**config.mk**
```make
export PLATFORM = sky130hd
export DESIGN_NAME = ufs_top
export DESIGN_NICKNAME = d
export VERILOG_FILES = /design/src/hw/ufs_pkg.sv /design/src/hw/ufs_level.sv /design/src/hw/ufs_sync.sv /design/src/hw/ufs_top.sv
export VERILOG_INCLUDE_DIRS = /design/src /design/src/hw
export SDC_FILE = /design/constraint.sdc
export NUM_CORES = 1
export LEC_CHECK = 0
export ABC_AREA = 0
export BUFFER_PORTS_ARGS = -buffer_cell sky130_fd_sc_hd__buf_2
export CAP_MARGIN = 10
export CORE_MARGIN = 4
export CORE_UTILIZATION = 49
export DETAILED_ROUTE_END_ITERATION = 8
export HOLD_SLACK_MARGIN = 0.02
export PLACE_DENSITY = 0.89
export SYNTH_ARGS = -nofsm -noshare
export SYNTH_HDL_FRONTEND = slang
export SYNTH_SLANG_ARGS = --single-unit
export TNS_END_PERCENT = 100
```
**constraint.sdc**
```tcl
create_clock -name pclk -period 3.3 [get_ports pclk]
set_input_delay 0.66 -clock pclk [delete_from_list [all_inputs] [get_ports pclk]]
set_output_delay 0.66 -clock pclk [all_outputs]
set_load 0.05 [all_outputs]
```
**src/hw/ufs_cfg.svh**
```systemverilog
// register offsets, field positions and reset values for the fifo status block
`ifndef UFS_CFG_SVH
`define UFS_CFG_SVH
`define UFS_OFF_STATUS   12'h07c
`define UFS_OFF_TXLEVEL  12'h080
`define UFS_OFF_RXLEVEL  12'h084
`define UFS_OFF_IRQ_STAT 12'h088
`define UFS_OFF_IRQ_MASK 12'h08c
`define UFS_BIT_RFF      4
`define UFS_BIT_RX_NONEMPTY_FLAG     3
`define UFS_BIT_TFE      2
`define UFS_BIT_TX_SPACE_FLAG     1
`define UFS_BIT_BUSY     0
`define UFS_LVL_MSB      3
`define UFS_STAT_MSB     4
`define UFS_MASK_RST     5'h00
`define UFS_STAT_RST     5'h06
`define UFS_DEPTH_DEF    8
`endif

```
**src/hw/ufs_pkg.sv**
```systemverilog
// types shared by the fifo status block
package ufs_pkg;
  typedef struct packed {
    logic        psel;
    logic        penable;
    logic        pwrite;
    logic [11:0] paddr;
    logic [31:0] pwdata;
  } ufs_apb_req_s;

  typedef struct packed {
    logic        pready;
    logic        pslverr;
    logic [31:0] prdata;
  } ufs_apb_rsp_s;

  typedef struct packed {
    logic rx_full_flag;
    logic rx_nonempty_flag;
    logic tx_empty_flag;
    logic tx_space_flag;
    logic busy;
  } ufs_flags_s;
endpackage

```
**src/hw/ufs_level.sv**
```systemverilog
// occupancy counter of one fifo with full and empty flags
`timescale 1ns/1ps
`include "ufs_cfg.svh"
module ufs_level #(
  parameter int DEPTH = `UFS_DEPTH_DEF,
  parameter int CW    = 4
) (
  input  wire logic          pclk,
  input  wire logic          presetn,
  input  wire logic          push,
  input  wire logic          pop,
  output logic      [CW-1:0] count,
  output logic               full,
  output logic               empty
);
  logic [CW-1:0] count_reg;
  logic [CW-1:0] count_next;

  initial begin
    if (DEPTH < 1 || DEPTH >= (1 << CW)) $error("ufs_level: depth does not fit counter");
  end

  // next count: push on a full fifo or pop on an empty one is dropped
  always_comb begin
    count_next = count_reg;
    if (push && !pop && count_reg != CW'(DEPTH)) begin
      count_next = count_reg + CW'(1);
    end else if (pop && !push && count_reg != '0) begin
      count_next = count_reg - CW'(1);
    end else if (pop && push && count_reg == '0) begin
      count_next = count_reg + CW'(1);
    end
  end

  // occupancy register
  always_ff @(posedge pclk or negedge presetn) begin
    if (!presetn) begin
      count_reg <= '0;
    end else begin
      count_reg <= count_next;
    end
  end

  assign count = count_reg;
  assign full  = (count_reg == CW'(DEPTH));
  assign empty = (count_reg == '0);
endmodule

```
**src/hw/ufs_sync.sv**
```systemverilog
// two flip-flop synchroniser for a level from outside the clock domain
`timescale 1ns/1ps
module ufs_sync (
  input  wire logic pclk,
  input  wire logic presetn,
  input  wire logic din,
  output logic      dout
);
  logic meta_reg;
  logic meta_next;
  logic sync_reg;
  logic sync_next;

  // next values of the two stages
  always_comb begin
    meta_next = din;
    sync_next = meta_reg;
  end

  // synchroniser stages
  always_ff @(posedge pclk or negedge presetn) begin
    if (!presetn) begin
      meta_reg <= 1'b0;
      sync_reg <= 1'b0;
    end else begin
      meta_reg <= meta_next;
      sync_reg <= sync_next;
    end
  end

  assign dout = sync_reg;
endmodule

```
**src/hw/ufs_top.sv**
```systemverilog
// uart fifo status and level registers behind an apb slave
//
// Summary of operation
// status bit 4 high while rx fifo full
// status bit 3 high while rx fifo holds data
// status bit 2 high while tx fifo empty
// status bit 1 high while tx fifo has space
// status bit 0 high during serial transfer
// tx level register bits 3:0 give tx count
// rx level register bits 3:0 give rx count
// reserved upper bits read zero, software ignores them
// writes to status and levels change nothing
// flags and counts follow occupancy every cycle
`timescale 1ns/1ps
`include "ufs_cfg.svh"
module ufs_top
  import ufs_pkg::*;
#(
  parameter int DEPTH = `UFS_DEPTH_DEF
) (
  input  wire logic                  pclk,
  input  wire logic                  presetn,
  input  wire ufs_pkg::ufs_apb_req_s apb_req,
  output ufs_pkg::ufs_apb_rsp_s      apb_rsp,
  input  wire logic                  tx_push,
  input  wire logic                  tx_pop,
  input  wire logic                  rx_push,
  input  wire logic                  rx_pop,
  input  wire logic                  line_active,
  output ufs_pkg::ufs_flags_s        flags,
  output logic                       irq
);
  import ufs_pkg::*;

  localparam int CW = `UFS_LVL_MSB + 1;
  localparam int SW = `UFS_STAT_MSB + 1;

  initial begin
    if (DEPTH < 1 || DEPTH > 15) $error("ufs_top: depth must be 1 to 15");
  end

  logic [CW-1:0] tx_entry_count;
  logic [CW-1:0] rx_entry_count;
  logic          tx_full;
  logic          tx_empty;
  logic          rx_full;
  logic          rx_empty;
  logic          busy_sync;
  logic [SW-1:0] status_now;
  logic [SW-1:0] status_prev_reg;
  logic [SW-1:0] status_prev_next;
  logic [SW-1:0] irq_stat_reg;
  logic [SW-1:0] irq_stat_next;
  logic [SW-1:0] irq_mask_reg;
  logic [SW-1:0] irq_mask_next;
  logic [31:0]   rdata_reg;
  logic [31:0]   rdata_next;
  logic          err_reg;
  logic          err_next;
  logic          setup;
  logic          wr_en;
  logic          rd_stat_clr;

  // returns 1 when the address is one of the mapped words
  function automatic logic ufs_hit(input logic [11:0] a);
    ufs_hit = (a == `UFS_OFF_STATUS) || (a == `UFS_OFF_TXLEVEL) ||
              (a == `UFS_OFF_RXLEVEL) || (a == `UFS_OFF_IRQ_STAT) ||
              (a == `UFS_OFF_IRQ_MASK);
  endfunction

  // transmit fifo occupancy
  ufs_level #(.DEPTH(DEPTH), .CW(CW)) u_tx_level (
    .pclk    (pclk),
    .presetn (presetn),
    .push    (tx_push),
    .pop     (tx_pop),
    .count   (tx_entry_count),
    .full    (tx_full),
    .empty   (tx_empty)
  );

  // receive fifo occupancy
  ufs_level #(.DEPTH(DEPTH), .CW(CW)) u_rx_level (
    .pclk    (pclk),
    .presetn (presetn),
    .push    (rx_push),
    .pop     (rx_pop),
    .count   (rx_entry_count),
    .full    (rx_full),
    .empty   (rx_empty)
  );

  // line activity comes from the shifter clock side
  ufs_sync u_busy_sync (
    .pclk    (pclk),
    .presetn (presetn),
    .din     (line_active),
    .dout    (busy_sync)
  );

  // live status word straight from the counters, bit 0 from the busy synchroniser
  always_comb begin
    status_now                 = '0;
    status_now[`UFS_BIT_RFF]   = rx_full;
    status_now[`UFS_BIT_RX_NONEMPTY_FLAG]  = !rx_empty;
    status_now[`UFS_BIT_TFE]   = tx_empty;
    status_now[`UFS_BIT_TX_SPACE_FLAG]  = !tx_full;
    status_now[`UFS_BIT_BUSY]  = busy_sync;
  end

  assign flags.rx_full_flag     = status_now[`UFS_BIT_RFF];
  assign flags.rx_nonempty_flag = status_now[`UFS_BIT_RX_NONEMPTY_FLAG];
  assign flags.tx_empty_flag    = status_now[`UFS_BIT_TFE];
  assign flags.tx_space_flag    = status_now[`UFS_BIT_TX_SPACE_FLAG];
  assign flags.busy             = status_now[`UFS_BIT_BUSY];

  // apb decode; slave answers in the first access cycle
  assign setup       = apb_req.psel && !apb_req.penable;
  assign wr_en       = apb_req.psel && apb_req.penable && apb_req.pwrite;
  assign rd_stat_clr = apb_req.psel && apb_req.penable && !apb_req.pwrite &&
                       apb_req.paddr == `UFS_OFF_IRQ_STAT;

  // read data, error and register updates
  always_comb begin
    rdata_next       = rdata_reg;
    err_next         = err_reg;
    irq_mask_next    = irq_mask_reg;
    status_prev_next = status_now;
    // events are rising edges of each status bit; set wins over read clear
    irq_stat_next    = (rd_stat_clr ? '0 : irq_stat_reg) |
                       (status_now & ~status_prev_reg);
    if (setup) begin
      err_next   = !ufs_hit(apb_req.paddr);
      rdata_next = '0;
      if (!apb_req.pwrite) begin
        case (apb_req.paddr)
          `UFS_OFF_STATUS:   rdata_next[SW-1:0] = status_now;
          `UFS_OFF_TXLEVEL:  rdata_next[CW-1:0] = tx_entry_count;
          `UFS_OFF_RXLEVEL:  rdata_next[CW-1:0] = rx_entry_count;
          `UFS_OFF_IRQ_STAT: rdata_next[SW-1:0] = irq_stat_reg;
          `UFS_OFF_IRQ_MASK: rdata_next[SW-1:0] = irq_mask_reg;
          default:           rdata_next         = '0;
        endcase
      end
    end
    // only the mask takes writes; status and levels ignore them
    if (wr_en && apb_req.paddr == `UFS_OFF_IRQ_MASK) begin
      irq_mask_next = apb_req.pwdata[SW-1:0];
    end
  end

  // register stage
  always_ff @(posedge pclk or negedge presetn) begin
    if (!presetn) begin
      rdata_reg       <= '0;
      err_reg         <= 1'b0;
      irq_mask_reg    <= `UFS_MASK_RST;
      irq_stat_reg    <= '0;
      status_prev_reg <= `UFS_STAT_RST;
    end else begin
      rdata_reg       <= rdata_next;
      err_reg         <= err_next;
      irq_mask_reg    <= irq_mask_next;
      irq_stat_reg    <= irq_stat_next;
      status_prev_reg <= status_prev_next;
    end
  end

  assign apb_rsp.pready  = 1'b1;
  assign apb_rsp.pslverr = err_reg && apb_req.psel && apb_req.penable;
  assign apb_rsp.prdata  = rdata_reg;
  assign irq             = |(irq_stat_reg & irq_mask_reg);
endmodule

```
# [Word-level counts from Yosys, hierarchy flattened]
# Index checks and enable logic that the tools add are counted.
[classes] bitwise_logic=4 n_addsub=4 n_eq_ne=9 mux=10 reduce_logical=40
[ops] operator="$eq A12 B8 Y1 const B" count=4
[ops] operator="$mux W4" count=6
[ops] operator="$logic_and A1 B1 Y1" count=20
[ops] operator="$pmux W4 S5" count=1
[ops] operator="$eq A12 B7 Y1 const B" count=1
[ops] operator="$and A5 B5 Y5" count=2
[ops] operator="$mux W5" count=2
[ops] operator="$logic_not A1 Y1" count=9
[ops] operator="$add A4 B1 Y4 const B" count=2
[ops] operator="$eq A4 B4 Y1 const B" count=2
[ops] operator="$logic_not A4 Y1" count=2
[ops] operator="$ne A4 B4 Y1 const B" count=2
[ops] operator="$reduce_bool A4 Y1" count=2
[ops] operator="$sub A4 B1 Y4 const B" count=2
[ops] operator="$reduce_bool A3 Y1" count=2
[ops] operator="$not A5 Y5" count=1
[ops] operator="$or A5 B5 Y5" count=1
[ops] operator="$reduce_or A5 Y1" count=1
[ops] operator="$logic_or A1 B1 Y1" count=4
[ops] operator="$pmux W1 S3" count=1
[word_totals] ff_bits=58 word_cells=76 in_bits=54 output_inout_bits=40

# [Logic depth before layout (Yosys ltp)]
[depth] word_depth=6 depth_mapped=8

# [Cells and area by module]
# From an unflattened synthesis, not the netlist that was laid out.
[hier_totals] cells_unflattened=206 hier_area_um2=2125.8
[modules_own_cells] module="ufs_top" n_inst=1 area_each_um2=1305.0 cells_per_inst=116 seq_area_each_um2=528.0
[modules_own_cells] module="ufs_level" n_inst=2 area_each_um2=385.4 cells_per_inst=44 seq_area_each_um2=100.1
[modules_own_cells] module="ufs_sync" n_inst=1 area_each_um2=50.0 cells_per_inst=2 seq_area_each_um2=50.0

# [Worst setup path after synthesis]
# Ideal clock, no wire load.
[synth_path] kind="register to output" startpoint="reg u_tx_level.count_reg[0] (netlist: u_tx_level.count[0])" endpoint="out flags[2] (netlist bit)" path_slack_ns=1.220 path_buffers=1 t_arrival_ns=1.420 path_stages_with_launch=6 path_cell_list="dfrtp_1 inv_1 ha_1 or3b_2 inv_1 buf_4"
[synth_between] elab_chain_cells=1
[synth_lines] element="from (decl)" line="ufs_level.sv:16" rtl="logic [CW-1:0] count_reg;"
[synth_lines] element="from (signal assigned)" line="ufs_level.sv:40" rtl="count_reg <= count_next;"
[synth_lines] element="$logic_not A4 Y1" line="ufs_level.sv:46" rtl="assign empty = (count_reg == '0);"
[synth_lines] element="to (decl)" line="ufs_top.sv:30" rtl="output ufs_pkg::ufs_flags_s flags,"
# No other way between the ends.

==> impl_metrics.py <==
metrics = {
    "outcome": {
        "outcome": "complete, no violations",
    },
    "final_layout": {
        "ff_latch_area_sq_um": 778,
        "design_area_sq_um": 2160,
        "num_antenna_cells": 0,
        "nets": 285,
        "n_fill_cell": 332,
        "layout.cells.non_filler": 275,
        "multi_input_area_sq_um": 975,
        "final_cell_mix": "38 x buf_2, 29 x dfrtp_1, 28 x conb_1",
        "layout_commonest_cell": "buf_2",
        "areaGrowthSynthToFinish_pct": 10.9,
        "layout-drive-gt1-share_pct": 28.6,
    },
    "timing": {
        "max_clock_freq_mhz": 387,
        "finalSetupViolCount": 0,
        "finClkSkew_ns": 0.00434,
        "drv_slew": 0,
        "tightest_slew_ns": 0.667,
        "period_minus_slack_ns": 2.59,
        "hold_violations": 0,
        "fin_tns_setup_ns": 0,
        "fin_ws_ns": 0.713,
        "rsz0062_at_grt": "false",
        "final.period_utilization_pct": 78.4,
        "slew_headroom_pct": 55.5,
        "timing.hold.ws_ns": 0.349,
    },
    "grt": {
        "antenna_found_initial": 0,
        "overflow": 0,
        "first_global_vias": 1387,
        "grt_usage_pct": 16.0,
        "grt_max_degree": 32,
        "grt_pass1_wl_um": 6380,
    },
    "power": {
        "worst_ir_drop_vdd_mv": 0.441,
        "p_seq_share_pct": 38.0,
        "p_sw_w": 0.000588,
        "swShare_pct": 39.8,
        "p_per_area_nw_per_um2": 682,
        "pwr-share-clk_pct": 26.3,
        "internal_power_w": 0.000887,
        "power_frac_comb_pct": 35.7,
        "p_leak_nw": 1.08,
    },
    "place": {
        "placed_area_sq_um": 2040,
        "dp_hpwl_um": 2980,
        "globalplace.congestion": 0.813,
        "dp.cells": 267,
        "place_ws_ns": 1.02,
        "numPortBuffers": 38,
    },
    "clock_network": {
        "cts_max_path_buffers": 2,
        "path_clk_slew_ns": 0.06,
        "cts_made_buffers": 5,
        "cts_setup_buffers": 0,
        "cts.sinks": 31,
        "tritoncts": "yes",
        "clock-root-buffer": "clkbuf_8",
        "clkLatencyLatePin_ns": 0.28,
        "ctsHoldBuffers": 0,
        "cts.repair.resized": 0,
        "h-tree-depth": 2,
    },
    "floorplanning": {
        "initial_core_util_pct": 52.1,
        "die_h_um": 71.1,
        "ios": 94,
        "coreArea_sq_um": 3740,
        "rows": 22,
        "die-area_sq_um": 5050,
        "die_x_um": 71.1,
    },
    "synthesis": {
        "ys.flop_type": "dfrtp_1",
        "synth-edff-count": 0,
        "ys_types": 46,
        "yosys_warnings": 0,
        "ys_ff_latch": 31,
        "synthArstFlopShare_pct": 100,
        "syn_area_sq_um": 1950,
        "synth.yosys.seq_area_share_pct": 39.9,
        "synth.avg_cell_area_sq_um": 10.2,
        "synth_cells": 191,
    },
    "flow_run": {
        "drv_cap": 0,
    },
    "min_path": {
        "worstHoldPathType": "reg2reg",
    },
    "worst_setup_path": {
        "path_common_cell": "inv_1",
        "required_ns": 2.64,
        "path_max_fanout": 5,
        "path_class": "reg2out",
        "cp_num_buf_inv": 3,
        "crit_path_start_kind": "flop",
        "critPathCaptureType": "primary output",
        "cpLargestDelayFamily": "simple AND/OR/NAND/NOR gates",
        "cpPeakStageDelay_ns": 0.50,
        "slowest_stage": "or3b_2",
        "path_cells": "inv_1, ha_1, or3b_2, inv_1, buf_2",
        "crit_arrival_ns": 1.93,
    },
    "detailed_routing": {
        "drc": 0,
        "drtIter0Drc": 118,
        "ant_nets": 0,
        "wl_um": 3960,
        "routedWlPerCell_um": 14.4,
        "vias_per_cell": 5.31,
        "first_pass_iters": 4,
        "routed-via-count": 1459,
    },
}
[metal layers]
metal | vias to the layer above | global-route usage, % | wire (um)
li1 | 694 | - | -
met1 | 702 | 20.1 | 1630
met2 | 55 | 26.2 | 1980
met3 | 8 | 5.11 | 279
met4 | 0 | 5.43 | 68
met5 | - | 0 | 0
[worst register-to-register path, stage by stage, from the launching register on]
cell	delay (ns)
dfrtp_1	0.43
inv_1	0.11
ha_1	0.22
or3b_2	0.50
nand2_1	0.17
mux2i_1	0.23
xnor2_1	0.14
[power by group through the flow]
stage	clock, W	sequential (W)	combinational, W
2_1_floorplan	0	0.000525	0.000476
3_3_place_gp	0	0.000559	0.000507
3_5_place_dp	0	0.000566	0.000524
4_1_cts	0.000397	0.000561	0.000530
5_1_grt	0.000413	0.000574	0.000580
6_report	0.000388	0.000561	0.000527
[worst paths after layout]
path / cells past startpoint / slack [ns] / from / endpoint
worst min register to register: 0 / 0.35 / u_busy_sync.meta_reg$_DFF_PN0_ / u_busy_sync.dout$_DFF_PN0_
min in group asynchronous: 1 / 0.41 / presetn / err_reg$_DFFE_PN0P_
max in group asynchronous: 1 / 2.46 / presetn / irq_stat_reg[0]$_DFF_PN0_
worst max-delay path: 5 / 0.71 / u_tx_level.count[0]$_DFFE_PN0P_ / flags[2]
worst min-delay path: 0 / 0.35 / u_busy_sync.meta_reg$_DFF_PN0_ / u_busy_sync.dout$_DFF_PN0_
worst max register to register: 6 / 1.42 / u_tx_level.count[0]$_DFFE_PN0P_ / u_tx_level.count[0]$_DFFE_PN0P_
[synthesized netlist by cell type (2+ instances only)]
library cell  count  area share (%)
a21oi_1           5             1.3
a22o_1            3             1.3
a22oi_1           2            0.77
a32oi_1           4             1.8
buf_4            31              12
clkbuf_1          4            0.77
conb_1            2            0.39
dfrtp_1          29              37
dfstp_2           2             2.7
ha_1              5             3.2
inv_1            11             2.1
mux2_2            5             2.9
mux2i_1           7             3.6
mux4_2            3             3.5
nand2_1          19             3.7
nand2b_1          2            0.64
nand3_1           6             1.5
nand3b_1          2            0.77
nand4_1           2            0.64
nor2_1            8             1.5
nor2b_1           2            0.64
nor3_1            2            0.51
nor4_4            2             2.2
o21ai_0           2            0.51
o22ai_1           2            0.64
o2bb2ai_1         4             1.8
o31ai_1           3             1.2
or3b_2            2            0.90
xnor2_1           2            0.90
xor2_1            2            0.90
[per-stage QoR]
step / total power, W / util, %
floorplan: 0.00100 / -
global placement: 0.00107 / 54.6
detailed placement: 0.00109 / 54.6
CTS: 0.00149 / 57.8
global route: 0.00157 / 57.8
finish: 0.00148 / 57.8
[cell families after synthesis]
kind of cell    synth area share, %
buf+inv                        15.1
xor+xnor                       1.80
flops                          39.9
fa+ha+maj                      3.72
simple gates                   16.0
other cells                   0.385
compound gates                 13.2
mux                            9.95
[layout make-up]
cell class,count,share of cell area (%)
multi-input cells,139,45.1
clock inverters,2,1.62
repair buffers,38,8.80
well taps,48,2.78
flip-flops and latches,31,36.0
inverters,11,1.91
clock buffers,6,3.82
(Power assumes the default switching activity.)
